===== config.mk =====
export PLATFORM = sky130hd
export DESIGN_NAME = timed_period_measure_mode_measure
export DESIGN_NICKNAME = d
export VERILOG_FILES = /design/src/design/timed_period_measure_mode_pkg.sv /design/src/design/timed_period_measure_mode_measure.sv /design/src/design/timed_period_measure_mode_sync.sv
export SDC_FILE = /design/constraint.sdc
export NUM_CORES = 1
export LEC_CHECK = 0
export BUFFER_PORTS_ARGS = -buffer_cell sky130_fd_sc_hd__buf_4
export CORE_ASPECT_RATIO = 1.2
export CORE_MARGIN = 2
export CORE_UTILIZATION = 60
export DETAILED_ROUTE_END_ITERATION = 12
export GPL_ROUTABILITY_DRIVEN = 1
export PLACE_DENSITY = 0.79
export SYNTH_ARGS = -nofsm -noshare
export SYNTH_HDL_FRONTEND = slang
export SYNTH_SLANG_ARGS = --single-unit

===== constraint.sdc =====
create_clock -name ref_clk -period 2.9 [get_ports ref_clk]
set_clock_uncertainty 0.05 [all_clocks]
set_input_delay 0.58 -clock ref_clk [delete_from_list [all_inputs] [get_ports ref_clk]]
set_output_delay 0.58 -clock ref_clk [all_outputs]
set_load 0.01 [all_outputs]

===== src/design/timed_period_measure_mode_pkg.sv =====
// Package: register map, field positions, reset values and timing for the period measure block
package timed_period_measure_mode_pkg;

  // ****************************************
  // Register offsets (byte addresses)
  // ****************************************
  localparam logic [7:0] CHANNEL_CONTROL_OFS = 8'h00;
  localparam logic [7:0] WINDOW_LEN_OFS      = 8'h04;
  localparam logic [7:0] CAPTURE_HIGH_OFS    = 8'h08;
  localparam logic [7:0] CAPTURE_LOW_OFS     = 8'h0C;
  localparam logic [7:0] STATUS_OFS          = 8'h10;
  localparam logic [7:0] TRIGGER_OFS         = 8'h14;

  // ****************************************
  // Field positions
  // ****************************************
  localparam int CTL_ENABLE_BIT   = 0;
  localparam int CTL_MODE_BIT     = 1;
  localparam int CTL_FALLING_BIT  = 2;
  localparam int CTL_TRIGSEL_LSB  = 3;
  localparam int TRIG_SOFT_BIT    = 0;

  // ****************************************
  // Reset values and timing
  // ****************************************
  localparam logic [31:0] CONTROL_RESET   = 32'h0000_0000;
  localparam real         CLK_PERIOD_NS   = 8.0;
  localparam real         MIN_WINDOW_NS   = 300.0;
  localparam real         TICK_NS         = 15.15;
  // Least window rounds up to whole clock cycles
  localparam int          MIN_WINDOW_CYC  = int'((MIN_WINDOW_NS + CLK_PERIOD_NS - 0.001) / CLK_PERIOD_NS);
  localparam logic [31:0] WINDOW_RESET    = 32'(MIN_WINDOW_CYC);
  localparam int          SYNC_STAGES     = 2;

  // Start source selection
  typedef enum logic [1:0] {
    TRIG_NONE,
    TRIG_SOFT,
    TRIG_HARD,
    TRIG_GATE
  } timed_period_measure_mode_trig_t;

  typedef struct packed {
    logic       enable;
    logic       modeSel;
    logic       fallingEdge;
    timed_period_measure_mode_trig_t trigSel;
  } timed_period_measure_mode_ctl_t;

  typedef struct packed {
    logic [31:0] high;
    logic [31:0] low;
  } timed_period_measure_mode_capture_t;

endpackage


===== src/design/timed_period_measure_mode_measure.sv =====
// Timed pulse period measurement channel with APB register access
// Summary of operation
// - Enable in mode plus the selected trigger starts measuring (TRIG_NONE: enable in mode alone)
// - Window length programmable, one tick resolution
// - Host selects rising or falling edge
// - First edge clears tick counter and sets edge counter to one
// - Tick counter advances every clock once timing after the first edge
// - Edge counter counts each chosen edge
// - Later edges latch tick count into hold
// - Window end publishes hold and count
// - New window opens immediately after publishing
// - Zero or one edge gives zero captures
// - Control register enable starts or stops
`timescale 1ns/1ps
module timed_period_measure_mode_measure (
  input  wire logic        ref_clk,
  input  wire logic        rst,
  input  wire logic        psel,
  input  wire logic        penable,
  input  wire logic        pwrite,
  input  wire logic [7:0]  paddr,
  input  wire logic [31:0] pwdata,
  output logic [31:0]      prdata,
  output logic             pready,
  output logic             pslverr,
  input  wire logic        pulseIn,
  input  wire logic        gateIn,
  input  wire logic        hwTrigIn,
  output logic             windowActive
);

  typedef enum logic [1:0] {
    ST_IDLE,
    ST_WAIT_FIRST,
    ST_TIMING
  } timed_period_measure_mode_state_t;

  timed_period_measure_mode_pkg::timed_period_measure_mode_ctl_t     ctl;
  timed_period_measure_mode_pkg::timed_period_measure_mode_capture_t capture;
  timed_period_measure_mode_state_t             state;
  logic [31:0]             windowLen;
  logic [31:0]             windowCnt;
  logic [31:0]             intervalTickCounter;
  logic [31:0]             edgeCountCounter;
  logic [31:0]             lastIntervalHold;
  logic                    pulseSync;
  logic                    pulsePrev;
  logic                    gateSync;
  logic                    gatePrev;
  logic                    hwSync;
  logic                    hwPrev;
  logic                    softTrig;
  logic                    chosenEdge;
  logic                    startEvent;
  logic                    windowEnd;
  logic                    wrEn;
  logic                    rdEn;
  logic                    running;

  function automatic logic addrKnown(input logic [7:0] a);
    addrKnown = (a == timed_period_measure_mode_pkg::CHANNEL_CONTROL_OFS) || (a == timed_period_measure_mode_pkg::WINDOW_LEN_OFS) ||
                (a == timed_period_measure_mode_pkg::CAPTURE_HIGH_OFS) || (a == timed_period_measure_mode_pkg::CAPTURE_LOW_OFS) ||
                (a == timed_period_measure_mode_pkg::STATUS_OFS) || (a == timed_period_measure_mode_pkg::TRIGGER_OFS);
  endfunction

  // ****************************************
  // Input synchronisers
  // ****************************************
  timed_period_measure_mode_sync uPulseSync (
    .ref_clk (ref_clk),
    .rst     (rst),
    .asyncIn (pulseIn),
    .syncOut (pulseSync)
  );
  timed_period_measure_mode_sync uGateSync (
    .ref_clk (ref_clk),
    .rst     (rst),
    .asyncIn (gateIn),
    .syncOut (gateSync)
  );
  timed_period_measure_mode_sync uHwSync (
    .ref_clk (ref_clk),
    .rst     (rst),
    .asyncIn (hwTrigIn),
    .syncOut (hwSync)
  );

  always_ff @(posedge ref_clk) begin
    if (rst) begin
      pulsePrev <= 1'b0;
      gatePrev  <= 1'b0;
      hwPrev    <= 1'b0;
    end else begin
      pulsePrev <= pulseSync;
      gatePrev  <= gateSync;
      hwPrev    <= hwSync;
    end
  end

  // Edge polarity chosen by host
  assign chosenEdge = ctl.fallingEdge ? (pulsePrev & ~pulseSync) : (~pulsePrev & pulseSync);

  // ****************************************
  // APB slave
  // ****************************************
  // Zero wait state; unmapped addresses answer with an error
  assign pready  = 1'b1;
  assign pslverr = psel & penable & ~addrKnown(paddr);
  assign wrEn    = psel & penable & pwrite & addrKnown(paddr);
  assign rdEn    = psel & ~penable & ~pwrite;

  always_ff @(posedge ref_clk) begin
    if (rst) begin
      ctl <= timed_period_measure_mode_pkg::timed_period_measure_mode_ctl_t'(timed_period_measure_mode_pkg::CONTROL_RESET[4:0]);
    end else if (wrEn && paddr == timed_period_measure_mode_pkg::CHANNEL_CONTROL_OFS) begin
      ctl.enable      <= pwdata[timed_period_measure_mode_pkg::CTL_ENABLE_BIT];
      ctl.modeSel     <= pwdata[timed_period_measure_mode_pkg::CTL_MODE_BIT];
      ctl.fallingEdge <= pwdata[timed_period_measure_mode_pkg::CTL_FALLING_BIT];
      ctl.trigSel     <= timed_period_measure_mode_pkg::timed_period_measure_mode_trig_t'(pwdata[timed_period_measure_mode_pkg::CTL_TRIGSEL_LSB +: 2]);
    end
  end

  always_ff @(posedge ref_clk) begin
    if (rst) begin
      windowLen <= timed_period_measure_mode_pkg::WINDOW_RESET;
    end else if (wrEn && paddr == timed_period_measure_mode_pkg::WINDOW_LEN_OFS) begin
      // Shorter than the least window is clamped up to it
      windowLen <= (pwdata < timed_period_measure_mode_pkg::WINDOW_RESET) ? timed_period_measure_mode_pkg::WINDOW_RESET : pwdata;
    end
  end

  always_ff @(posedge ref_clk) begin
    if (rst) begin
      softTrig <= 1'b0;
    end else begin
      softTrig <= wrEn && paddr == timed_period_measure_mode_pkg::TRIGGER_OFS && pwdata[timed_period_measure_mode_pkg::TRIG_SOFT_BIT];
    end
  end

  always_ff @(posedge ref_clk) begin
    if (rst) begin
      prdata <= 32'h0000_0000;
    end else if (rdEn) begin
      case (paddr)
        timed_period_measure_mode_pkg::CHANNEL_CONTROL_OFS: prdata <= {27'h0000000, ctl.trigSel, ctl.fallingEdge, ctl.modeSel, ctl.enable};
        timed_period_measure_mode_pkg::WINDOW_LEN_OFS:      prdata <= windowLen;
        timed_period_measure_mode_pkg::CAPTURE_HIGH_OFS:    prdata <= capture.high;
        timed_period_measure_mode_pkg::CAPTURE_LOW_OFS:     prdata <= capture.low;
        timed_period_measure_mode_pkg::STATUS_OFS:          prdata <= {29'h00000000, running, state == ST_TIMING, windowActive};
        default:                       prdata <= 32'h0000_0000;
      endcase
    end
  end

  // ****************************************
  // Measurement sequencing
  // ****************************************
  always_comb begin
    case (ctl.trigSel)
      timed_period_measure_mode_pkg::TRIG_SOFT: startEvent = softTrig;
      timed_period_measure_mode_pkg::TRIG_HARD: startEvent = hwSync & ~hwPrev;
      timed_period_measure_mode_pkg::TRIG_GATE: startEvent = gateSync & ~gatePrev;
      default:             startEvent = 1'b1;
    endcase
  end

  assign windowEnd    = windowActive && (windowCnt == 32'h0000_0001);
  assign windowActive = state != ST_IDLE;

  // Triggers are only honoured while enabled in this mode
  always_ff @(posedge ref_clk) begin
    if (rst) begin
      running <= 1'b0;
    end else if (!(ctl.enable && ctl.modeSel)) begin
      running <= 1'b0;
    end else if (startEvent) begin
      running <= 1'b1;
    end
  end

  always_ff @(posedge ref_clk) begin
    if (rst) begin
      state <= ST_IDLE;
    end else begin
      case (state)
        ST_IDLE:       state <= running ? ST_WAIT_FIRST : ST_IDLE;
        ST_WAIT_FIRST: begin
          if (!running) state <= ST_IDLE;
          else if (windowEnd) state <= ST_WAIT_FIRST;
          else if (chosenEdge) state <= ST_TIMING;
        end
        ST_TIMING:     begin
          if (!running) state <= ST_IDLE;
          else if (windowEnd) state <= ST_WAIT_FIRST;
        end
        default:       state <= ST_IDLE;
      endcase
    end
  end

  always_ff @(posedge ref_clk) begin
    if (rst) begin
      windowCnt <= timed_period_measure_mode_pkg::WINDOW_RESET;
    end else if (state == ST_IDLE || windowEnd) begin
      windowCnt <= windowLen;
    end else begin
      windowCnt <= windowCnt - 32'h0000_0001;
    end
  end

  // ****************************************
  // Counters and hold
  // ****************************************
  always_ff @(posedge ref_clk) begin
    if (rst) begin
      intervalTickCounter <= 32'h0000_0000;
    end else if (state != ST_TIMING || windowEnd) begin
      intervalTickCounter <= 32'h0000_0000;
    end else begin
      intervalTickCounter <= intervalTickCounter + 32'h0000_0001;
    end
  end

  always_ff @(posedge ref_clk) begin
    if (rst || state == ST_IDLE || windowEnd) begin
      edgeCountCounter <= 32'h0000_0000;
    end else if (state == ST_WAIT_FIRST && chosenEdge) begin
      edgeCountCounter <= 32'h0000_0001;
    end else if (state == ST_TIMING && chosenEdge) begin
      edgeCountCounter <= edgeCountCounter + 32'h0000_0001;
    end
  end

  always_ff @(posedge ref_clk) begin
    if (rst || state == ST_IDLE || windowEnd) begin
      lastIntervalHold <= 32'h0000_0000;
    end else if (state == ST_TIMING && chosenEdge) begin
      lastIntervalHold <= intervalTickCounter + 32'h0000_0001;
    end
  end

  always_ff @(posedge ref_clk) begin
    if (rst) begin
      capture <= '0;
    end else if (windowEnd) begin
      if (edgeCountCounter < 32'h0000_0002) begin
        capture <= '0;
      end else begin
        capture.high <= lastIntervalHold;
        capture.low  <= edgeCountCounter;
      end
    end
  end

  // ****************************************
  // Assertions
  // ****************************************
  property p_capture_few;
    @(posedge ref_clk) disable iff (rst)
      (windowEnd && edgeCountCounter < 32'h0000_0002) |=> (capture.high == 32'h0 && capture.low == 32'h0);
  endproperty
  a_capture_few: assert property (p_capture_few) else $error("Capture not zero after sparse window");

  property p_capture_pub;
    @(posedge ref_clk) disable iff (rst)
      (windowEnd && edgeCountCounter >= 32'h0000_0002) |=>
        (capture.low == $past(edgeCountCounter) && capture.high == $past(lastIntervalHold));
  endproperty
  a_capture_pub: assert property (p_capture_pub) else $error("Capture does not match window results");

  property p_restart;
    @(posedge ref_clk) disable iff (rst)
      (windowEnd && running) |=> (state == ST_WAIT_FIRST && windowCnt == $past(windowLen));
  endproperty
  a_restart: assert property (p_restart) else $error("Window did not reopen");

  property p_first_edge;
    @(posedge ref_clk) disable iff (rst)
      (state == ST_WAIT_FIRST && chosenEdge && running && !windowEnd) |=>
        (intervalTickCounter == 32'h0 && edgeCountCounter == 32'h1 && state == ST_TIMING);
  endproperty
  a_first_edge: assert property (p_first_edge) else $error("First edge did not clear counters");

  property p_tick;
    @(posedge ref_clk) disable iff (rst)
      (state == ST_TIMING && !windowEnd && running) ##1 (state == ST_TIMING) |->
        intervalTickCounter == $past(intervalTickCounter) + 32'h1;
  endproperty
  a_tick: assert property (p_tick) else $error("Tick counter did not advance");

  property p_edge_count;
    @(posedge ref_clk) disable iff (rst)
      (state == ST_TIMING && chosenEdge && !windowEnd && running) |=>
        (edgeCountCounter == $past(edgeCountCounter) + 32'h1 && lastIntervalHold == $past(intervalTickCounter) + 32'h1);
  endproperty
  a_edge_count: assert property (p_edge_count) else $error("Edge not counted or latched");

  property p_idle_tick;
    @(posedge ref_clk) disable iff (rst)
      (state == ST_WAIT_FIRST) |-> (intervalTickCounter == 32'h0 && lastIntervalHold == 32'h0);
  endproperty
  a_idle_tick: assert property (p_idle_tick) else $error("Tick or hold not idle before first edge");

  property p_disable;
    @(posedge ref_clk) disable iff (rst)
      !ctl.enable |=> ##1 (state == ST_IDLE);
  endproperty
  a_disable: assert property (p_disable) else $error("Disabled channel still measuring");

  property p_window_min;
    @(posedge ref_clk) disable iff (rst)
      windowLen >= timed_period_measure_mode_pkg::WINDOW_RESET;
  endproperty
  a_window_min: assert property (p_window_min) else $error("Window shorter than least length");

endmodule


===== src/design/timed_period_measure_mode_sync.sv =====
// Two flip-flop synchroniser for the asynchronous input pins
`timescale 1ns/1ps
module timed_period_measure_mode_sync (
  input  wire logic ref_clk,
  input  wire logic rst,
  input  wire logic asyncIn,
  output logic      syncOut
);

  logic stageOne;

  // ****************************************
  // Synchroniser
  // ****************************************
  // First stage is read only by the second stage
  always_ff @(posedge ref_clk) begin
    if (rst) begin
      stageOne <= 1'b0;
      syncOut  <= 1'b0;
    end else begin
      stageOne <= asyncIn;
      syncOut  <= stageOne;
    end
  end

endmodule


* Word-level counts from Yosys, hierarchy flattened
Cells that the tools add are included.
** Storage, ports and cells
- Latch bits :: 0
- RAM bits :: 0
- Register bits after elaboration :: 274
- Input port bits :: 48
- Word-level logic and storage cells :: 102
- Output and inout port bits :: 35
- Memory bits (read-only) :: 0
- Memories :: 0
** Operators by class
- Eq/ne operators :: 14
- Bitwise operators :: 18
- Add/subtract/negate cells :: 3
- Div/mod/pow operators :: 0
- Mux-type cells :: 15
- $lt $le $gt $ge :: 2
- Shifts and indexed selects :: 0
- $mul :: 0
- Reductions and logical operators :: 25
** Operators by type and width (number)
- 32-bit one-hot mux with 5 select lines :: 1
- 32-bit by 1-bit adder with 32-bit output (second input constant) :: 2
- 32-bit 2-to-1 mux :: 2
- 64-bit 2-to-1 mux :: 1
- 32-bit by 1-bit equality test with 1-bit output (second input constant) :: 1
- 32-bit by 2-bit < comparator with 1-bit output (second input constant) :: 1
- 32-bit by 6-bit < comparator with 1-bit output (second input constant) :: 1
- 32-bit by 1-bit subtractor with 32-bit output (second input constant) :: 1
- 8-bit by 4-bit equality test with 1-bit output (second input constant) :: 2
- 8-bit by 5-bit equality test with 1-bit output (second input constant) :: 2
- 1-bit bitwise AND :: 10
- 2-bit 2-to-1 mux :: 5
- 1-bit logical OR :: 9
- 8-bit by 3-bit equality test with 1-bit output (second input constant) :: 1
- 1-bit logical AND :: 8
- 8-bit logical NOT :: 1
- 1-bit inverter :: 8
- 2-bit equality test (second input constant) :: 3
- 2-bit one-hot mux with 3 select lines :: 1
- 2-bit OR reduction :: 3
- 2-bit by 1-bit equality test with 1-bit output (second input constant) :: 2
- 1-bit 2-to-1 mux :: 4
- 4-bit inequality test (second input constant) :: 1
- 2-bit nonzero test :: 2
- other kinds (5) :: 5

* Depth between registers and ports, before layout
- Depth in word-level cells :: 9
- Gate-level depth with buffers :: 9
- Mapped depth without buffers :: 7

* By module
Synthesis repeated with hierarchy kept, for this count alone.
** Second synthesis, totals
- Cells, all modules :: 1360
- Area total of the unflattened synthesis :: 11661.2 sq um
** By module, submodules not included
- timed_period_measure_mode_measure :: cells each 1348, times used 1, area an instance 11503.5 sq um, sequential area each 5365.1 sq um
- timed_period_measure_mode_sync :: cells each 4, times used 3, area an instance 52.6 sq um, sequential area each 40.0 sq um

* Worst setup path after synthesis
No wires, ideal clock.
- Path kind :: input to register
- From :: input paddr[0]
- To :: register windowLen[17]
- Data required time :: 2.779 ns
- Arrival :: 2.313 ns
- Library setup time :: 0.071 ns
- Path slack :: 0.467 ns
- Buffers on the path :: 2
- Stages on the path :: 7
- Path through :: or4_1 > nor3_2 > nor2b_1 > clkbuf_1 > clkbuf_1 > nand2_1 > a21oi_1
** Between the ends
- Cells in the longest elaborated chain, start to end :: 8
- Elaborated cells on any way between the ends :: 13
- Classes of those cells :: eq/ne (5); bitwise (1); reduce/logical (7)
** Ends and longest elaborated chain
- start: declaration :: RTL line timed_period_measure_mode_measure.sv:21 : input wire logic [7:0] paddr,
- 8-bit by 3-bit equality test with 1-bit output or 8-bit logical NOT (tied branches) :: RTL line timed_period_measure_mode_measure.sv:61, timed_period_measure_mode_measure.sv:126
- 1-bit logical OR (2 in series) :: RTL line timed_period_measure_mode_measure.sv:61 : addrKnown = (a == timed_period_measure_mode_pkg::CHANNEL_CONTROL_OFS) || (a == timed_period_measure_mode_pkg:: ...
- 1-bit logical OR (2 in series) :: RTL line timed_period_measure_mode_measure.sv:62 : (a == timed_period_measure_mode_pkg::CAPTURE_HIGH_OFS) || (a == timed_period_measure_mode_pkg::CAPTURE_LOW_OFS ...
- 1-bit logical OR :: RTL line timed_period_measure_mode_measure.sv:63 : (a == timed_period_measure_mode_pkg::STATUS_OFS) || (a == timed_period_measure_mode_pkg::TRIGGER_OFS);
- 1-bit bitwise AND :: RTL line timed_period_measure_mode_measure.sv:109 : assign wrEn = psel & penable & pwrite & addrKnown(paddr);
- 1-bit logical AND (*) :: RTL line timed_period_measure_mode_measure.sv:126 : end else if (wrEn && paddr == timed_period_measure_mode_pkg::WINDOW_LEN_OFS) begin
- end signal: assignment :: RTL line timed_period_measure_mode_measure.sv:125 : windowLen <= timed_period_measure_mode_pkg::WINDOW_RESET;
- end signal: assignment :: RTL line timed_period_measure_mode_measure.sv:128 : windowLen <= (pwdata < timed_period_measure_mode_pkg::WINDOW_RESET) ? timed_period_measure_mode_pkg::WINDOW_RE ...
- end: declaration :: RTL line timed_period_measure_mode_measure.sv:41 : logic [31:0] windowLen;
Mark *: on every way between the ends. The rest lies on a longest branch, timed or not.
A chain may end at the register's enable or synchronous reset.

* Worst setup path in the final report
- From :: register windowCnt[10]
- To :: register capture[41] in the netlist's numbering
** Between the ends
- Cells in the longest elaborated chain, start to end :: 2
** Ends and longest elaborated chain
- start: declaration :: RTL line timed_period_measure_mode_measure.sv:42 : logic [31:0] windowCnt;
- start signal: assignment :: RTL line timed_period_measure_mode_measure.sv:203 : windowCnt <= timed_period_measure_mode_pkg::WINDOW_RESET;
- start signal: assignment :: RTL line timed_period_measure_mode_measure.sv:205 : windowCnt <= windowLen;
- start signal: assignment :: RTL line timed_period_measure_mode_measure.sv:207 : windowCnt <= windowCnt - 32'h0000_0001;
- 32-bit by 1-bit equality test with 1-bit output :: RTL line timed_period_measure_mode_measure.sv:167 : assign windowEnd = windowActive && (windowCnt == 32'h0000_0001);
- 1-bit logical AND :: RTL line timed_period_measure_mode_measure.sv:167
- end: declaration :: RTL line timed_period_measure_mode_measure.sv:39 : timed_period_measure_mode_pkg::timed_period_measure_mode_capture_t capture;
No other way between the ends.

==> reports/qor.csv <==
metric,value,unit
cts-resized-gates,0,
grt_pass1_wl,44.4,mm
die_w,129,µm
slew_violations,0,
cp.buffers_inverters,1,
finalHoldViolations,0,
power.density,592,nW/µm²
status,"finished, final reports clean",
synthFlopType,dfxtp_1,
instances_no_fill,1538,
timing.final.crit_share,94.6,%
grt-ovfl-total,0,
yosysWarnings,0,
drc,0,
dpl.cell_count,1489,
syn_nets,1261,
hp-class,primary input to register,
core_area,18300,µm²
die_h,154,µm
fin_util,71.3,%
r2r_slack,0.16,ns
fmax,0.365,GHz
cts_root_buffer,clkbuf_16,
min_period,2.74,ns
initial_core_util,61.5,%
cp_cell_sequence,"or4_1, or4_4, nor3_4, a21oi_4, buf_12, a22o_1",
holdPathStages,2,
arrival,3.11,ns
min_from,paddr[1],
layout_commonest_cell,dfxtp_1,
synth_edf_count,0,
async_reset_ff_share,0,%
most-common-layout-cells,"274 x dfxtp_1, 132 x nor2_1, 113 x nand2_1",
drive_gt1_share,16.1,%
yosysUniqueCellTypes,55,
port_buffers,81,
ctsHtreeMaxLevel,1,
n_antenna_cell,0,
grt_antenna_before_repair,0,
setup_viol,0,
final_nets,1318,
vias,9174,
grt_pass1_vias,8723,
crit_required,3.26,ns
tightest_slew,0.810,ns
worstSetupEndpointType,register,
clockBufferDepth,3,
holdBufCountCts,0,
rsz0062_at_grt,no,
slowest_stage,or4_1,
finalSetupTns,0,ns
syn_inst,1209,
routed_via_density,5.96,
area_growth,16.0,%
synth_area,11300,µm²
cts_sinks,274,
cts_buffers,27,
reg2reg_depth,6,
placementRows,54,
drtAntennaViolNets,0,
path_max_fanout,37,
grt_usage,27.8,%
post_cts_buffers,0,
wl_per_cell,18.1,µm
clkTransAtPathRegs,0.07,ns
place.detailed.hpwl,19.6,mm
die_area,19900,µm²
critPathKind,register to register,
grt_max_degree,65,
ios,83,
synth_seq_cells,274,
worstReg2RegStart,windowCnt[10],
gp_congestion,0.934,
path_delay_family,simple AND/OR/NAND/NOR gates,
cts_tree,yes,
r2r_end,capture[41],
leakagePower,4.58,nW
startpoint_type,register,
dpl_cell_area,12100,µm²
slew_headroom,45.9,%
design_area,13100,µm²
fillers,1388,
vdd_drop_max,0.446,mV
drt_pre_antenna_iters,5,
hold_path_end,softTrig,
slowest_delay,0.60,ns
wirelength,27.9,mm
maxCapViolCount,0,
drtIter0Drc,792,
synth_area_per_cell,9.31,µm²
power,7.74,mW
clk_latency,0.53,ns
yosysSeqAreaShare,48.7,%
==> Yosys cell counts, drive strengths merged (5+ instances only) <==
master | n | area (µm²)
a211oi | 48 | 360
a21oi | 45 | 225
a22o | 67 | 587
a22oi | 27 | 203
and3 | 6 | 37.5
and4 | 8 | 70.1
buf | 36 | 278
clkbuf | 50 | 188
dfxtp | 274 | 5490
inv | 17 | 63.8
mux2 | 27 | 304
mux2i | 9 | 90.1
nand2 | 113 | 424
nand3 | 34 | 170
nand4 | 27 | 169
nor2 | 133 | 499
nor2b | 14 | 87.6
nor3 | 27 | 151
nor3b | 6 | 45.0
nor4 | 38 | 238
o21ai | 46 | 230
or2 | 5 | 31.3
or3 | 11 | 68.8
or4 | 9 | 75.1
xnor2 | 54 | 473
xor2 | 28 | 245
==> flip-flops by register name, indices dropped and copies added (netlist names), 2 cells and up <==
signal,count
capture,64
edgeCountCounter,32
intervalTickCounter,32
lastIntervalHold,32
prdata,32
windowCnt,32
windowLen,32
ctl,5
state,2
==> through the flow <==
step	setup WS, ns	hold slack (ns)
2_1_floorplan	0.467	0.364
3_3_place_gp	0.275	0.369
3_5_place_dp	0.214	0.379
4_1_cts	0.168	0.175
5_1_grt	0.0584	0.183
6_report	0.157	0.186
==> layout make-up <==
type | count | area, µm² | share of cell area (%)
Timing Repair Buffer | 114 | 956 | 7.32
Sequential cell | 274 | 5490 | 42.0
Tap cell | 252 | 315 | 2.41
Clock buffer | 29 | 693 | 5.31
Clock inverter | 20 | 270 | 2.07
Inverter | 17 | 63.8 | 0.489
Multi-Input combinational cell | 832 | 5280 | 40.4
==> power by group <==
| part | total [mW] | switching [mW] | internal, mW |
|---|---|---|---|
| clock network | 3.77 | 1.49 | 2.27 |
| logic | 0.193 | 0.114 | 0.0794 |
| registers | 3.77 | 0.00381 | 3.77 |
==> routing by layer <==
metal | up-vias | global-route usage (%) | wire, µm
met4 | 0 | 10.3 | 940
met2 | 264 | 48.2 | 13800
met5 | - | 0 | 0
met3 | 61 | 3.13 | 1340
met1 | 4387 | 35.5 | 11800
li1 | 4462 | - | -
==> worst reg2reg max path, stage by stage (launching register included) <==
cell     delay, ns
dfxtp_1       0.35
or4_1         0.60
or4_4         0.55
nor3_4        0.29
a21oi_4       0.26
buf_12        0.26
a22o_1        0.26
==> worst max-delay path by stage <==
stage / start / end / slack, ns / depth (start not counted)
2_1_floorplan: paddr[0] / windowLen[17] / 0.47 / 7
3_3_place_gp: windowCnt[10] / capture[16] / 0.28 / 6
3_5_place_dp: windowCnt[10] / capture[40] / 0.21 / 6
4_1_cts: windowCnt[10] / capture[41] / 0.17 / 6
5_1_grt: windowCnt[14] / capture[40] / 0.06 / 6
6_report: windowCnt[10] / capture[41] / 0.16 / 6
==> kinds of logic after synthesis <==
| logic type | after synthesis | synth area share [%] |
|---|---|---|
| buffers and inverters | 103 | 4.70 |
| adder cells (fa/ha/maj) | 4 | 0.445 |
| XOR/XNOR | 82 | 6.38 |
| AND/OR/NAND/NOR | 439 | 18.9 |
| flip-flops | 274 | 48.7 |
| other | 1 | 0.0333 |
| multiplexers | 38 | 3.90 |
| AO/OA/AOI/OAI | 268 | 17.0 |
No activity file was read; power rests on OpenSTA's default activity.
